==> src/include/spo_defs.svh <==
// Offsets, field positions, reset values and timing counts of the step path
`ifndef SPO_DEFS_SVH
`define SPO_DEFS_SVH
`define SPO_CLK_MHZ 50
`define SPO_SAMPLE_NS 1000
`define SPO_SAMPLE_CYC ((`SPO_SAMPLE_NS * `SPO_CLK_MHZ + 999) / 1000)
`define SPO_DIR_SETUP_NS 1000
`define SPO_DIR_SETUP_CYC ((`SPO_DIR_SETUP_NS * `SPO_CLK_MHZ + 999) / 1000)
`define SPO_STEP_NS 2000
`define SPO_STEP_CYC ((`SPO_STEP_NS * `SPO_CLK_MHZ + 999) / 1000)
`define SPO_OFS_CTRL 8'h00
`define SPO_OFS_STEP_SMOOTH 8'h04
`define SPO_OFS_PROF_SMOOTH 8'h08
`define SPO_OFS_SPEED 8'h0C
`define SPO_OFS_MOVE 8'h10
`define SPO_OFS_DEF_REF 8'h14
`define SPO_OFS_REF_POS 8'h18
`define SPO_OFS_STEP_COUNT 8'h1C
`define SPO_OFS_ENC_POS 8'h20
`define SPO_OFS_STATUS 8'h24
`define SPO_MT_LSB 0
`define SPO_MT_MSB 2
`define SPO_SHIFT_LSB 0
`define SPO_SHIFT_MSB 3
`define SPO_SPEED_MSB 15
`define SPO_ST_AFTER_PROFILE 0
`define SPO_ST_STEPS_DONE 1
`define SPO_ST_STEP_BUSY 2
`define SPO_RST_STEP_SMOOTH 4'h4
`define SPO_RST_PROF_SMOOTH 4'h0
`define SPO_RST_SPEED 16'h03E8
`endif

==> src/include/spo_pkg.sv <==
// Types shared by the step path modules
package spo_pkg;
  typedef enum logic [2:0]
  {
    SPO_MT_SERVO = 3'h0,
    SPO_MT_LOW = 3'h1,
    SPO_MT_HIGH = 3'h2,
    SPO_MT_LOW_REV = 3'h3,
    SPO_MT_HIGH_REV = 3'h4
  } spo_motor_e;
  typedef enum logic [3:0]
  {
    SPO_ST_IDLE = 4'h1,
    SPO_ST_DIR = 4'h2,
    SPO_ST_PULSE = 4'h4,
    SPO_ST_GAP = 4'h8
  } spo_step_e;
  typedef logic signed [31:0] spo_pos_t;
endpackage

==> src/include/spo_flt_if.sv <==
// Connection between the step path and one smoothing filter
`timescale 1ns/100ps
`default_nettype none
interface spo_flt_if;
  logic sample;
  logic [3:0] shift;
  logic load;
  spo_pkg::spo_pos_t load_pos;
  spo_pkg::spo_pos_t in_pos;
  spo_pkg::spo_pos_t out_pos;
  modport flt (input sample, input shift, input load, input load_pos,
               input in_pos, output out_pos);
  modport ctl (output sample, output shift, output load, output load_pos,
               output in_pos, input out_pos);
endinterface
`default_nettype wire

==> src/rtl/spo_step_path.sv <==
// Stepper pulse output path of one axis with its APB register file
//
// Local design decisions: the register offsets and the APB slave port.
`timescale 1ns/100ps
`default_nettype none
`include "spo_defs.svh"
module spo_step_path
(
  input wire logic clock,
  input wire logic reset,
  input wire logic psel,
  input wire logic penable,
  input wire logic pwrite,
  input wire logic [7:0] paddr,
  input wire logic [31:0] pwdata,
  output logic [31:0] prdata,
  output logic pready,
  output logic pslverr,
  input wire logic enc_a,
  input wire logic enc_b,
  output logic step_out,
  output logic dir_out,
  output logic after_profile,
  output logic motion_complete
);
  // ----------------------------------------------------------------
  // Register bus
  // ----------------------------------------------------------------
  function automatic logic spo_mapped(input logic [7:0] addr);
    case (addr)
      `SPO_OFS_CTRL, `SPO_OFS_STEP_SMOOTH, `SPO_OFS_PROF_SMOOTH,
      `SPO_OFS_SPEED, `SPO_OFS_MOVE, `SPO_OFS_DEF_REF,
      `SPO_OFS_REF_POS, `SPO_OFS_STEP_COUNT, `SPO_OFS_ENC_POS,
      `SPO_OFS_STATUS:
        spo_mapped = 1'b1;
      default:
        spo_mapped = 1'b0;
    endcase
  endfunction

  logic setup_phase;
  logic wr_en;
  logic [31:0] rdata_q;
  logic [31:0] rdata_d;

  assign setup_phase = psel && !penable;
  assign wr_en = psel && penable && pwrite && spo_mapped(paddr);
  // Zero wait states: every access completes in its first access cycle
  assign pready = 1'b1;
  assign pslverr = psel && penable && !spo_mapped(paddr);
  assign prdata = rdata_q;

  // ----------------------------------------------------------------
  // Configuration
  // ----------------------------------------------------------------
  spo_pkg::spo_motor_e motor_q;
  logic [3:0] step_shift_q;
  logic [3:0] prof_shift_q;
  logic [15:0] speed_q;
  logic is_stepper;
  logic active_low;
  logic reversed;
  logic [3:0] step_shift_eff;

  always_ff @(posedge clock)
  begin
    if (reset)
    begin
      motor_q <= spo_pkg::SPO_MT_SERVO;
      step_shift_q <= `SPO_RST_STEP_SMOOTH;
      prof_shift_q <= `SPO_RST_PROF_SMOOTH;
      speed_q <= `SPO_RST_SPEED;
    end
    else if (wr_en)
    begin
      case (paddr)
        `SPO_OFS_CTRL:
        begin
          motor_q <= spo_pkg::spo_motor_e'(pwdata[`SPO_MT_MSB:`SPO_MT_LSB]);
        end
        `SPO_OFS_STEP_SMOOTH:
        begin
          step_shift_q <= pwdata[`SPO_SHIFT_MSB:`SPO_SHIFT_LSB];
        end
        `SPO_OFS_PROF_SMOOTH:
        begin
          prof_shift_q <= pwdata[`SPO_SHIFT_MSB:`SPO_SHIFT_LSB];
        end
        `SPO_OFS_SPEED:
        begin
          speed_q <= pwdata[`SPO_SPEED_MSB:0];
        end
        default:
        begin
        end
      endcase
    end
  end

  always_comb
  begin
    is_stepper = 1'b1;
    active_low = 1'b0;
    reversed = 1'b0;
    case (motor_q)
      spo_pkg::SPO_MT_LOW:
        active_low = 1'b1;
      spo_pkg::SPO_MT_HIGH:
        active_low = 1'b0;
      spo_pkg::SPO_MT_LOW_REV:
      begin
        active_low = 1'b1;
        reversed = 1'b1;
      end
      spo_pkg::SPO_MT_HIGH_REV:
        reversed = 1'b1;
      default:
        is_stepper = 1'b0;
    endcase
  end

  assign step_shift_eff = (step_shift_q == 4'h0) ? 4'h1 : step_shift_q;

  // ----------------------------------------------------------------
  // Profiler and reference position
  // ----------------------------------------------------------------
  spo_pkg::spo_pos_t target_q;
  spo_pkg::spo_pos_t ref_pos_q;
  logic [15:0] rate_cnt_q;
  logic def_ref;
  logic prof_tick;
  logic prof_done;

  assign def_ref = wr_en && (paddr == `SPO_OFS_DEF_REF);
  assign prof_tick = (rate_cnt_q == 16'h0000);
  assign prof_done = (ref_pos_q == target_q);

  always_ff @(posedge clock)
  begin
    if (reset)
    begin
      target_q <= 32'sh0;
    end
    else if (def_ref)
    begin
      target_q <= pwdata;
    end
    else if (wr_en && paddr == `SPO_OFS_MOVE)
    begin
      target_q <= target_q + $signed(pwdata);
    end
  end

  always_ff @(posedge clock)
  begin
    if (reset || prof_tick)
    begin
      rate_cnt_q <= reset ? 16'h0000 : speed_q;
    end
    else
    begin
      rate_cnt_q <= rate_cnt_q - 16'h0001;
    end
  end

  always_ff @(posedge clock)
  begin
    if (reset)
    begin
      ref_pos_q <= 32'sh0;
    end
    else if (def_ref)
    begin
      ref_pos_q <= pwdata;
    end
    // Profiler runs in every mode so the after-profile trippoint works too
    else if (prof_tick && !prof_done)
    begin
      ref_pos_q <= (target_q > ref_pos_q) ? ref_pos_q + 32'sh1
                                          : ref_pos_q - 32'sh1;
    end
  end

  // ----------------------------------------------------------------
  // Smoothing filters
  // ----------------------------------------------------------------
  logic [15:0] sample_cnt_q;
  logic sample;

  assign sample = (sample_cnt_q == 16'h0000);

  always_ff @(posedge clock)
  begin
    if (reset || sample)
    begin
      sample_cnt_q <= 16'(`SPO_SAMPLE_CYC - 1);
    end
    else
    begin
      sample_cnt_q <= sample_cnt_q - 16'h0001;
    end
  end

  spo_flt_if prof_if ();
  spo_flt_if step_if ();

  assign prof_if.sample = sample;
  assign prof_if.shift = prof_shift_q;
  assign prof_if.load = def_ref;
  assign prof_if.load_pos = pwdata;
  assign prof_if.in_pos = ref_pos_q;

  assign step_if.sample = sample;
  assign step_if.shift = step_shift_eff;
  assign step_if.load = def_ref;
  assign step_if.load_pos = pwdata;
  assign step_if.in_pos = prof_if.out_pos;

  spo_smooth_filter u_prof_filter
  (
    .clock(clock),
    .reset(reset),
    .port_if(prof_if.flt)
  );

  spo_smooth_filter u_step_filter
  (
    .clock(clock),
    .reset(reset),
    .port_if(step_if.flt)
  );

  // ----------------------------------------------------------------
  // Output buffer and step generator
  // ----------------------------------------------------------------
  spo_pkg::spo_step_e state_q;
  spo_pkg::spo_step_e state_d;
  spo_pkg::spo_pos_t step_cnt_q;
  logic [7:0] tmr_q;
  logic [7:0] tmr_d;
  logic dir_q;
  logic dir_d;
  logic want_up;
  logic pending;
  logic step_fire;
  logic step_q;
  logic dir_pin_q;

  assign pending = is_stepper && (step_if.out_pos != step_cnt_q);
  assign want_up = step_if.out_pos > step_cnt_q;

  always_comb
  begin
    state_d = state_q;
    tmr_d = (tmr_q == 8'h00) ? 8'h00 : tmr_q - 8'h01;
    dir_d = dir_q;
    step_fire = 1'b0;
    case (state_q)
      spo_pkg::SPO_ST_IDLE:
      begin
        if (pending && want_up != dir_q)
        begin
          dir_d = want_up;
          state_d = spo_pkg::SPO_ST_DIR;
          tmr_d = 8'(`SPO_DIR_SETUP_CYC - 1);
        end
        else if (pending)
        begin
          step_fire = 1'b1;
          state_d = spo_pkg::SPO_ST_PULSE;
          tmr_d = 8'(`SPO_STEP_CYC - 1);
        end
      end
      spo_pkg::SPO_ST_DIR:
      begin
        if (tmr_q == 8'h00)
        begin
          state_d = spo_pkg::SPO_ST_IDLE;
        end
      end
      spo_pkg::SPO_ST_PULSE:
      begin
        if (tmr_q == 8'h00)
        begin
          state_d = spo_pkg::SPO_ST_GAP;
          tmr_d = 8'(`SPO_STEP_CYC - 1);
        end
      end
      spo_pkg::SPO_ST_GAP:
      begin
        if (tmr_q == 8'h00)
        begin
          state_d = spo_pkg::SPO_ST_IDLE;
        end
      end
      default:
        state_d = spo_pkg::SPO_ST_IDLE;
    endcase
  end

  always_ff @(posedge clock)
  begin
    if (reset)
    begin
      state_q <= spo_pkg::SPO_ST_IDLE;
      tmr_q <= 8'h00;
      dir_q <= 1'b0;
    end
    else
    begin
      state_q <= state_d;
      tmr_q <= tmr_d;
      dir_q <= dir_d;
    end
  end

  // Count of pulses leaving the buffer
  always_ff @(posedge clock)
  begin
    if (reset)
    begin
      step_cnt_q <= 32'sh0;
    end
    else if (def_ref)
    begin
      step_cnt_q <= pwdata;
    end
    else if (step_fire)
    begin
      step_cnt_q <= dir_q ? step_cnt_q + 32'sh1 : step_cnt_q - 32'sh1;
    end
  end

  always_ff @(posedge clock)
  begin
    if (reset)
    begin
      step_q <= 1'b0;
      dir_pin_q <= 1'b0;
    end
    else
    begin
      step_q <= (state_d == spo_pkg::SPO_ST_PULSE) ^ active_low;
      dir_pin_q <= dir_d ^ reversed;
    end
  end

  assign step_out = step_q;
  assign dir_out = dir_pin_q;

  // ----------------------------------------------------------------
  // Completion status
  // ----------------------------------------------------------------
  logic after_q;
  logic done_q;

  always_ff @(posedge clock)
  begin
    if (reset)
    begin
      after_q <= 1'b1;
      done_q <= 1'b1;
    end
    else
    begin
      after_q <= prof_done;
      done_q <= prof_done && step_cnt_q == target_q &&
                state_q == spo_pkg::SPO_ST_IDLE && !step_fire;
    end
  end

  assign after_profile = after_q;
  assign motion_complete = done_q;

  // ----------------------------------------------------------------
  // Main encoder
  // ----------------------------------------------------------------
  // Only the main input exists; nothing auxiliary is decoded
  logic [1:0] enc_raw;
  logic [1:0] enc_s1_q;
  logic [1:0] enc_s2_q;
  logic [1:0] enc_prev_q;
  spo_pkg::spo_pos_t enc_pos_q;
  logic a_chg;
  logic b_chg;

  assign enc_raw = {enc_b, enc_a};

  genvar gi;
  generate
    for (gi = 0; gi < 2; gi++)
    begin : g_sync
      always_ff @(posedge clock)
      begin
        if (reset)
        begin
          enc_s1_q[gi] <= 1'b0;
          enc_s2_q[gi] <= 1'b0;
          enc_prev_q[gi] <= 1'b0;
        end
        else
        begin
          enc_s1_q[gi] <= enc_raw[gi];
          enc_s2_q[gi] <= enc_s1_q[gi];
          enc_prev_q[gi] <= enc_s2_q[gi];
        end
      end
    end
  endgenerate

  assign a_chg = enc_s2_q[0] ^ enc_prev_q[0];
  assign b_chg = enc_s2_q[1] ^ enc_prev_q[1];

  always_ff @(posedge clock)
  begin
    if (reset)
    begin
      enc_pos_q <= 32'sh0;
    end
    else if (wr_en && paddr == `SPO_OFS_ENC_POS)
    begin
      enc_pos_q <= pwdata;
    end
    // A double transition is a lost edge and is dropped
    else if (a_chg ^ b_chg)
    begin
      enc_pos_q <= (enc_s2_q[0] ^ enc_prev_q[1]) ? enc_pos_q + 32'sh1
                                                 : enc_pos_q - 32'sh1;
    end
  end

  // Encoder count feeds only the read path, never the profiler

  // ----------------------------------------------------------------
  // Read data
  // ----------------------------------------------------------------
  always_comb
  begin
    rdata_d = 32'h0000_0000;
    case (paddr)
      `SPO_OFS_CTRL:
        rdata_d[`SPO_MT_MSB:`SPO_MT_LSB] = motor_q;
      `SPO_OFS_STEP_SMOOTH:
        rdata_d[`SPO_SHIFT_MSB:`SPO_SHIFT_LSB] = step_shift_q;
      `SPO_OFS_PROF_SMOOTH:
        rdata_d[`SPO_SHIFT_MSB:`SPO_SHIFT_LSB] = prof_shift_q;
      `SPO_OFS_SPEED:
        rdata_d[`SPO_SPEED_MSB:0] = speed_q;
      `SPO_OFS_MOVE:
        rdata_d = target_q;
      `SPO_OFS_DEF_REF, `SPO_OFS_REF_POS:
        rdata_d = ref_pos_q;
      `SPO_OFS_STEP_COUNT:
        rdata_d = step_cnt_q;
      `SPO_OFS_ENC_POS:
        rdata_d = enc_pos_q;
      `SPO_OFS_STATUS:
      begin
        rdata_d[`SPO_ST_AFTER_PROFILE] = after_q;
        rdata_d[`SPO_ST_STEPS_DONE] = done_q;
        rdata_d[`SPO_ST_STEP_BUSY] = (state_q != spo_pkg::SPO_ST_IDLE);
      end
      default:
        rdata_d = 32'h0000_0000;
    endcase
  end

  // Captured in the setup cycle so the answer comes from a flop
  always_ff @(posedge clock)
  begin
    if (reset)
    begin
      rdata_q <= 32'h0000_0000;
    end
    else if (setup_phase && !pwrite)
    begin
      rdata_q <= spo_mapped(paddr) ? rdata_d : 32'h0000_0000;
    end
  end
endmodule
`default_nettype wire

==> src/rtl/spo_smooth_filter.sv <==
// Single-pole smoothing filter acting on a position value
`timescale 1ns/100ps
`default_nettype none
module spo_smooth_filter
(
  input wire logic clock,
  input wire logic reset,
  spo_flt_if.flt port_if
);
  // Position with 16 fraction bits
  logic signed [47:0] acc_q;
  logic signed [47:0] acc_d;
  logic signed [47:0] diff;
  logic signed [47:0] delta;

  always_comb
  begin
    diff = $signed({port_if.in_pos, 16'h0000}) - acc_q;
    delta = diff >>> port_if.shift;
    // Floor shift stalls short of a rising target, so creep one fraction LSB
    if (delta == 48'sh0 && diff != 48'sh0)
    begin
      delta = 48'sh1;
    end
    acc_d = acc_q + delta;
  end

  always_ff @(posedge clock)
  begin
    if (reset)
    begin
      acc_q <= 48'sh0;
    end
    else if (port_if.load)
    begin
      acc_q <= $signed({port_if.load_pos, 16'h0000});
    end
    else if (port_if.sample)
    begin
      acc_q <= acc_d;
    end
  end

  assign port_if.out_pos = acc_q[47:16];
endmodule
`default_nettype wire

==> config.mk <==
export PLATFORM = sky130hd
export DESIGN_NAME = spo_step_path
export DESIGN_NICKNAME = d
export VERILOG_FILES = /design/src/include/spo_pkg.sv /design/src/include/spo_flt_if.sv /design/src/rtl/spo_step_path.sv /design/src/rtl/spo_smooth_filter.sv
export VERILOG_INCLUDE_DIRS = /design/src /design/src/include
export SDC_FILE = /design/constraint.sdc
export NUM_CORES = 2
export LEC_CHECK = 0
export BUFFER_PORTS_ARGS = -buffer_cell sky130_fd_sc_hd__clkbuf_2
export CELL_PAD_IN_SITES_DETAIL_PLACEMENT = 1
export CELL_PAD_IN_SITES_GLOBAL_PLACEMENT = 1
export CORE_ASPECT_RATIO = 0.8
export CORE_MARGIN = 1.5
export CORE_UTILIZATION = 33
export CTS_CLUSTER_DIAMETER = 80
export DETAILED_ROUTE_END_ITERATION = 16
export PLACE_DENSITY = 0.68
export SYNTH_ARGS = -nofsm -noshare
export SYNTH_HDL_FRONTEND = slang
export SYNTH_SLANG_ARGS = --single-unit
==> constraint.sdc <==
create_clock -name clock -period 20.4 [get_ports clock]
set_clock_uncertainty 0.1 [all_clocks]
set_input_delay 6.12 -clock clock [delete_from_list [all_inputs] [get_ports clock]]
set_output_delay 6.12 -clock clock [all_outputs]
set_load 0.005 [all_outputs]
# After elaboration in Yosys (flattened, before gate mapping)
# Index checks and enable logic that the tools add are counted.
[op_classes]
n_eq_ne = 23
reduce_logical = 49
n_addsub = 14
div = 0
n_mux = 46
shift = 2
mul = 0
bitwise = 6
magnitude_cmp = 2
[ops]
columns = ["cell", "n"]
rows = [
  ["2-to-1 mux 32 bit", 12],
  ["2-to-1 mux 48 bit", 6],
  ["adder 32 x 2 -> 32 bit, second input constant", 3],
  ["adder 48 bit", 2],
  ["zero test 48 bit", 2],
  ["nonzero test 48 bit", 2],
  [">>> shifter 48 x 4 -> 48 bit", 2],
  ["subtractor 32 x 2 -> 32 bit, second input constant", 3],
  ["subtractor 48 bit", 2],
  ["== test 32 bit", 2],
  ["> comparator 32 bit", 2],
  ["case mux 16 bit (4 select lines)", 1],
  ["case mux 12 bit (5 select lines)", 1],
  ["adder 32 bit", 1],
  ["== test 8 x 5 -> 1 bit, second input constant", 4],
  ["zero test 16 bit", 2],
  ["2-to-1 mux 16 bit", 2],
  ["2-to-1 mux 8 bit", 4],
  ["inequality test 32 bit", 1],
  ["subtractor 16 x 1 -> 16 bit, second input constant", 2],
  ["case mux 3 bit (9 select lines)", 1],
  ["2-to-1 mux 4 bit", 5],
  ["logical AND 1 bit", 17],
  ["== test 8 x 4 -> 1 bit, second input constant", 2],
  ["other kinds (26)", 61],
]
[word_totals]
wordCells = 170
latch_bits = 0
memories = 0
reg_bits = 338
ramBits = 0
rom_bits = 0

# Logic depth before layout (Yosys ltp)
[logic_depth]
ltp_word = 9
ltp_mapped = 34
mapped_depth_nobuf = 33

# Modules after synthesis
# From an unflattened synthesis, not the netlist that was laid out.
[hier_totals]
cells_unflattened = 5632
hier_area_um2 = 41469.8
[modules_own_cells]
columns = ["module", "cells_each", "area_per_inst_um2", "seq_area_each_um2", "n_inst"]
rows = [
  ["spo_smooth_filter", 1603, 11436.0, 960.9, 2],
  ["spo_step_path", 2426, 18597.8, 4844.6, 1],
]

# Worst setup path after synthesis
# Ideal clock, no wire load.
[synth_path]
kind = "in2out"
start = "input port paddr[1]"
end = "output port pslverr"
t_arrival_ps = 6795
slack_ps = 7385
path_buffers = 0
cell_stages = 3
cell_sequence = "nor2_1 -> nand3_1 -> and3_1"
[synth_between]
elab_chain_len = 5
word_cells_on_any_way = 14
classes_between = "eq/ne (9); mux (1); reduce/logical (4)"
[synth_lines]
columns = ["item", "line_no", "rtl"]
rows = [
  ["from (decl)", "spo_step_path.sv:14", "input wire logic [7:0] paddr,"],
  ["== test 8 x 5 -> 1 bit, or another cell as far along", "spo_step_path.sv:30", "case (addr)"],
  ["OR reduction 10 bit (*)", "spo_step_path.sv:30", ""],
  ["2-to-1 mux 1 bit (*)", "spo_step_path.sv:30", ""],
  ["zero test 1 bit (*)", "spo_step_path.sv:50", "assign pslverr = psel && penable && !spo_mapped(paddr);"],
  ["logical AND 1 bit (*)", "spo_step_path.sv:50", ""],
  ["to (decl)", "spo_step_path.sv:18", "output logic pslverr,"],
]
# Mark *: on every way between the ends. The rest lies on a longest branch, timed or not.

# Worst setup path in the final report
# Same ends and word-level chain as after synthesis.

==> impl_metrics.prom <==
# TYPE chip_impl_metric gauge
chip_impl_metric{name="half_perimeter_wire_length_after_placement",unit="um"} 125400
chip_impl_metric{name="buffer_ports.inserted",unit=""} 83
chip_impl_metric{name="synthToLayoutAreaGrowth",unit="%"} 9.144
chip_impl_metric{name="power_per_cell_area",unit="nW/um^2"} 153.6
chip_impl_metric{name="timing.final.max_slew_violations",unit=""} 0
chip_impl_metric{name="min_period",unit="ps"} 13390
chip_impl_metric{name="cts.hold.buffers_added",unit=""} 0
chip_impl_metric{name="initial_core_util",unit="%"} 33.27
chip_impl_metric{name="p_seq_share",unit="%"} 12.6
chip_impl_metric{name="internal_power",unit="uW"} 3078
chip_impl_info{name="post-synth-top-area-cell",value="sky130_fd_sc_hd__dfxtp_1"} 1
chip_impl_metric{name="number_of_storage_elements_in_the_synthesis_netlist",unit=""} 338
chip_impl_metric{name="placed_cells",unit=""} 6616
chip_impl_metric{name="synth.net_count",unit=""} 5643
chip_impl_info{name="synth_common_cells",value="sky130_fd_sc_hd__nand2_1, sky130_fd_sc_hd__a21oi_1, sky130_fd_sc_hd__nor2_1"} 1
chip_impl_metric{name="max_freq",unit="MHz"} 74.66
chip_impl_metric{name="antenna_violations_before_repair",unit=""} 6
chip_impl_metric{name="dr.first_iter.drc_count",unit=""} 3415
chip_impl_metric{name="synth-edff-count",unit=""} 0
chip_impl_metric{name="worst_hold_path.num_cells",unit=""} 1
chip_impl_metric{name="viasPerCell",unit=""} 6.149
chip_impl_metric{name="switching_share",unit="%"} 51.82
chip_impl_info{name="holdPathEnd",value="sample_cnt_q[0]$_SDFF_PP1_"} 1
chip_impl_metric{name="comb_power_share",unit="%"} 72.3
chip_impl_metric{name="ratio_of_cells_with_drive_above_1_in_the_final_layout",unit="%"} 7.475
chip_impl_metric{name="die_width",unit="um"} 383
chip_impl_metric{name="setup-violations-final",unit=""} 0
chip_impl_metric{name="gp_congestion",unit=""} 0.9480
chip_impl_metric{name="ys_warn_count",unit=""} 0
chip_impl_metric{name="power.switching",unit="uW"} 3311
chip_impl_metric{name="fin_crit_sh",unit="%"} 65.65
chip_impl_metric{name="global_route.usage.total",unit="%"} 26.75
chip_impl_info{name="worstSetupPathType",value="in2out"} 1
chip_impl_info{name="rr_endpoint",value="u_step_filter.acc_q[46]$_SDFFE_PP0P_"} 1
chip_impl_metric{name="die_area",unit="um^2"} 117600
chip_impl_metric{name="n_fill_cell",unit=""} 14221
chip_impl_info{name="most_common_cell_in_the_netlist",value="sky130_fd_sc_hd__nand2_1"} 1
chip_impl_metric{name="peakVddDrop",unit="uV"} 130.6
chip_impl_metric{name="synth.top_cell.area_share",unit="%"} 17.75
chip_impl_info{name="prevailing_post_synth_register_cell",value="sky130_fd_sc_hd__dfxtp_1"} 1
chip_impl_info{name="worstReg2RegStart",value="u_step_filter.acc_q[19]$_SDFFE_PP0P_"} 1
chip_impl_metric{name="reg2reg_depth",unit=""} 32
chip_impl_metric{name="worstMarginPinSlew",unit="ps"} 1301
chip_impl_metric{name="clkSlewWorstSetupHoldPaths",unit="ps"} 60
chip_impl_metric{name="clock_tree.buffer_depth",unit=""} 3
chip_impl_metric{name="finalNonFillerCells",unit=""} 6702
chip_impl_metric{name="power_frac_clock",unit="%"} 15.1
chip_impl_metric{name="crit_fanout",unit=""} 8
chip_impl_metric{name="ff_latch_area",unit="um^2"} 6775
chip_impl_info{name="worst_setup_path_start_kind",value="input pin"} 1
chip_impl_metric{name="timing.max_cap.violations",unit=""} 0
chip_impl_metric{name="clk-insertion-delay-late",unit="ps"} 650
chip_impl_metric{name="drt-wirelength-per-cell",unit="um"} 24.15
chip_impl_metric{name="worst-endpoint-required",unit="ps"} 14180
chip_impl_info{name="run_status",value="finished, final reports clean"} 1
chip_impl_metric{name="post_cts_resized",unit=""} 0
chip_impl_metric{name="grt_start_max_net_pins",unit=""} 84
chip_impl_info{name="synth.top_cells.by_area",value="sky130_fd_sc_hd__dfxtp_1, sky130_fd_sc_hd__ha_1, sky130_fd_sc_hd__a21oi_1, sky130_fd_sc_hd__nand2_1, sky130_fd_sc_hd__xnor2_1"} 1
chip_impl_metric{name="grt_overflow_total",unit=""} 0
chip_impl_info{name="grt_setup_unrepaired",value="false"} 1
chip_impl_metric{name="post_synth_instance_area",unit="um^2"} 38120
chip_impl_metric{name="stdcell_area",unit="um^2"} 41610
chip_impl_info{name="ctsRootBufferMaster",value="sky130_fd_sc_hd__clkbuf_16"} 1
chip_impl_info{name="cts_tree",value="built"} 1
chip_impl_metric{name="total_area_of_multi_input_combinational_cells",unit="um^2"} 29380
chip_impl_metric{name="postLayoutCoreUtil",unit="%"} 36.31
chip_impl_metric{name="synthCells",unit=""} 5243
chip_impl_metric{name="core.rowCount",unit=""} 111
chip_impl_metric{name="nNetsFinal",unit=""} 5539
chip_impl_metric{name="ios",unit=""} 85
chip_impl_metric{name="cts_num_sinks",unit=""} 338
chip_impl_metric{name="tritoncts.num_buffers",unit=""} 46
chip_impl_metric{name="first_global_vias",unit=""} 40606
chip_impl_metric{name="critical_path_arrival",unit="ps"} 7170
chip_impl_metric{name="postCtsSetupRepairBufs",unit=""} 0
chip_impl_metric{name="routed_wirelength",unit="um"} 161900
chip_impl_info{name="worst_hold_path_type",value="reg2reg"} 1
chip_impl_metric{name="power.static_leakage",unit="uW"} 0.01797
chip_impl_metric{name="final-hold-violation-count",unit=""} 0
chip_impl_metric{name="placement.cell_area",unit="um^2"} 39830
chip_impl_metric{name="relative_max_transition_margin",unit="%"} 12.65
chip_impl_metric{name="antenna_left",unit=""} 0
chip_impl_metric{name="totalNegativeSetupSlack",unit="ps"} 0
chip_impl_metric{name="synth_cell_types",unit=""} 120
chip_impl_metric{name="grt_first_pass_wirelength",unit="um"} 248200
chip_impl_metric{name="sequential_to_total_area_share_from_yosys_stat",unit="%"} 17.75
chip_impl_metric{name="antenna_cells",unit=""} 0
chip_impl_metric{name="finalHoldWorstSlack",unit="ps"} 317.5
chip_impl_metric{name="htree_num_levels",unit=""} 2
chip_impl_metric{name="synth_area_per_cell",unit="um^2"} 7.271
chip_impl_metric{name="async_flop_share",unit="%"} 0
chip_impl_metric{name="route.detailed.drc",unit=""} 0
chip_impl_metric{name="dr_total_vias",unit=""} 41213
chip_impl_info{name="worst_setup_path_end_kind",value="output port"} 1
chip_impl_metric{name="drtPass1Iterations",unit=""} 9
chip_impl_metric{name="coreArea",unit="um^2"} 114600
chip_impl_metric{name="die_height",unit="um"} 307
chip_impl_metric{name="timing.reg2reg.setup_slack",unit="ps"} 10180
chip_impl_info{name="timing.hold.worst.start",value="sample_cnt_q[0]$_SDFF_PP1_"} 1
==> power groups by stage <==
stage | clock network (uW) | registers [uW] | logic (uW)
finish | 967 | 803 | 4620
global route | 1010 | 806 | 4980
CTS | 989 | 799 | 4530
detailed placement | 0 | 813 | 4500
global placement | 0 | 812 | 4420
floorplan | 0 | 765 | 3320
==> how the worst max path moves through the flow <==
stage                         from       to  slack (ps)  depth (start not counted)
after floorplan           paddr[1]  pslverr        7390                          3
after global placement    paddr[1]  pslverr        7040                          5
after detailed placement  paddr[1]  pslverr        7010                          5
after CTS                 paddr[1]  pslverr        7010                          5
after global routing      paddr[1]  pslverr        6900                          5
final                     paddr[1]  pslverr        7010                          5
==> layer usage <==
| layer | part of all wire, % | GRT usage, % | routed length (um) |
|---|---|---|---|
| met5 | 0.018 | 0 | 29 |
| met1 | 47 | 37.99 | 76260 |
| met4 | 3.3 | 8.601 | 5384 |
| met3 | 6.2 | 2.978 | 9965 |
| met2 | 43 | 41.92 | 70210 |
==> flip-flops by register name, summed over array words and instances, names as in the netlist <==
name / count
after_profile: 1
dir_out: 1
dir_q: 1
enc_pos_q: 32
enc_prev_q: 2
enc_s1_q: 2
enc_s2_q: 2
motion_complete: 1
motor_q: 3
prdata: 32
prof_if.in_pos: 32
prof_if.shift: 4
rate_cnt_q: 16
sample_cnt_q: 16
speed_q: 16
state_q: 4
step_cnt_q: 32
step_out: 1
step_shift_q: 4
target_q: 32
tmr_q: 8
u_prof_filter.acc_q: 48
u_step_filter.acc_q: 48
==> layout by cell type (no fill, tap or decap), types with 57 or more instances in the layout <==
master	count
sky130_fd_sc_hd__a211oi_1	92
sky130_fd_sc_hd__a21o_1	173
sky130_fd_sc_hd__a21oi_1	531
sky130_fd_sc_hd__a22oi_1	79
sky130_fd_sc_hd__a31oi_1	61
sky130_fd_sc_hd__buf_4	62
sky130_fd_sc_hd__clkbuf_2	82
sky130_fd_sc_hd__dfxtp_1	331
sky130_fd_sc_hd__ha_1	347
sky130_fd_sc_hd__inv_1	234
sky130_fd_sc_hd__mux2i_1	103
sky130_fd_sc_hd__nand2_1	536
sky130_fd_sc_hd__nand2b_1	66
sky130_fd_sc_hd__nand3_1	108
sky130_fd_sc_hd__nand4_1	65
sky130_fd_sc_hd__nor2_1	452
sky130_fd_sc_hd__nor3_1	140
sky130_fd_sc_hd__o211ai_1	57
sky130_fd_sc_hd__o21a_1	57
sky130_fd_sc_hd__o21ai_0	320
sky130_fd_sc_hd__xnor2_1	205
sky130_fd_sc_hd__xor2_1	96
==> per-stage QoR <==
step / setup WS (ps) / total power, uW
after global placement: 7044 / 5228
after detailed placement: 7013 / 5311
final: 7006 / 6389
after global routing: 6897 / 6805
after CTS: 7007 / 6318
after floorplan: 7385 / 4084
==> cell type report <==
type                            instances  share of cell area [%]
Clock buffer                           57                   3.037
Clock inverter                         29                   1.227
Inverter                              238                   2.147
Multi-Input combinational cell       4371                   70.61
Sequential cell                       338                   16.28
Tap cell                             1525                   4.586
Timing Repair Buffer                  144                   2.105
==> worst max-delay path, cell delays in order <==
cell and delay [ps]:
sky130_fd_sc_hd__clkbuf_2 80, sky130_fd_sc_hd__nor2_1 370, sky130_fd_sc_hd__nand3_1 240, sky130_fd_sc_hd__and3_1 250, sky130_fd_sc_hd__clkbuf_2 110
==> cells by family after synthesis <==
logic type | synth area share (%)
AOI/OAI and AO/OA | 30.55
xor gates and xnor gates | 7.043
adders and majority gates | 11.70
buffers and inverters | 5.360
DFF | 17.75
muxes | 5.153
other | 0.009837
and+or+nand+nor | 22.43
(Power assumes the default switching activity.)
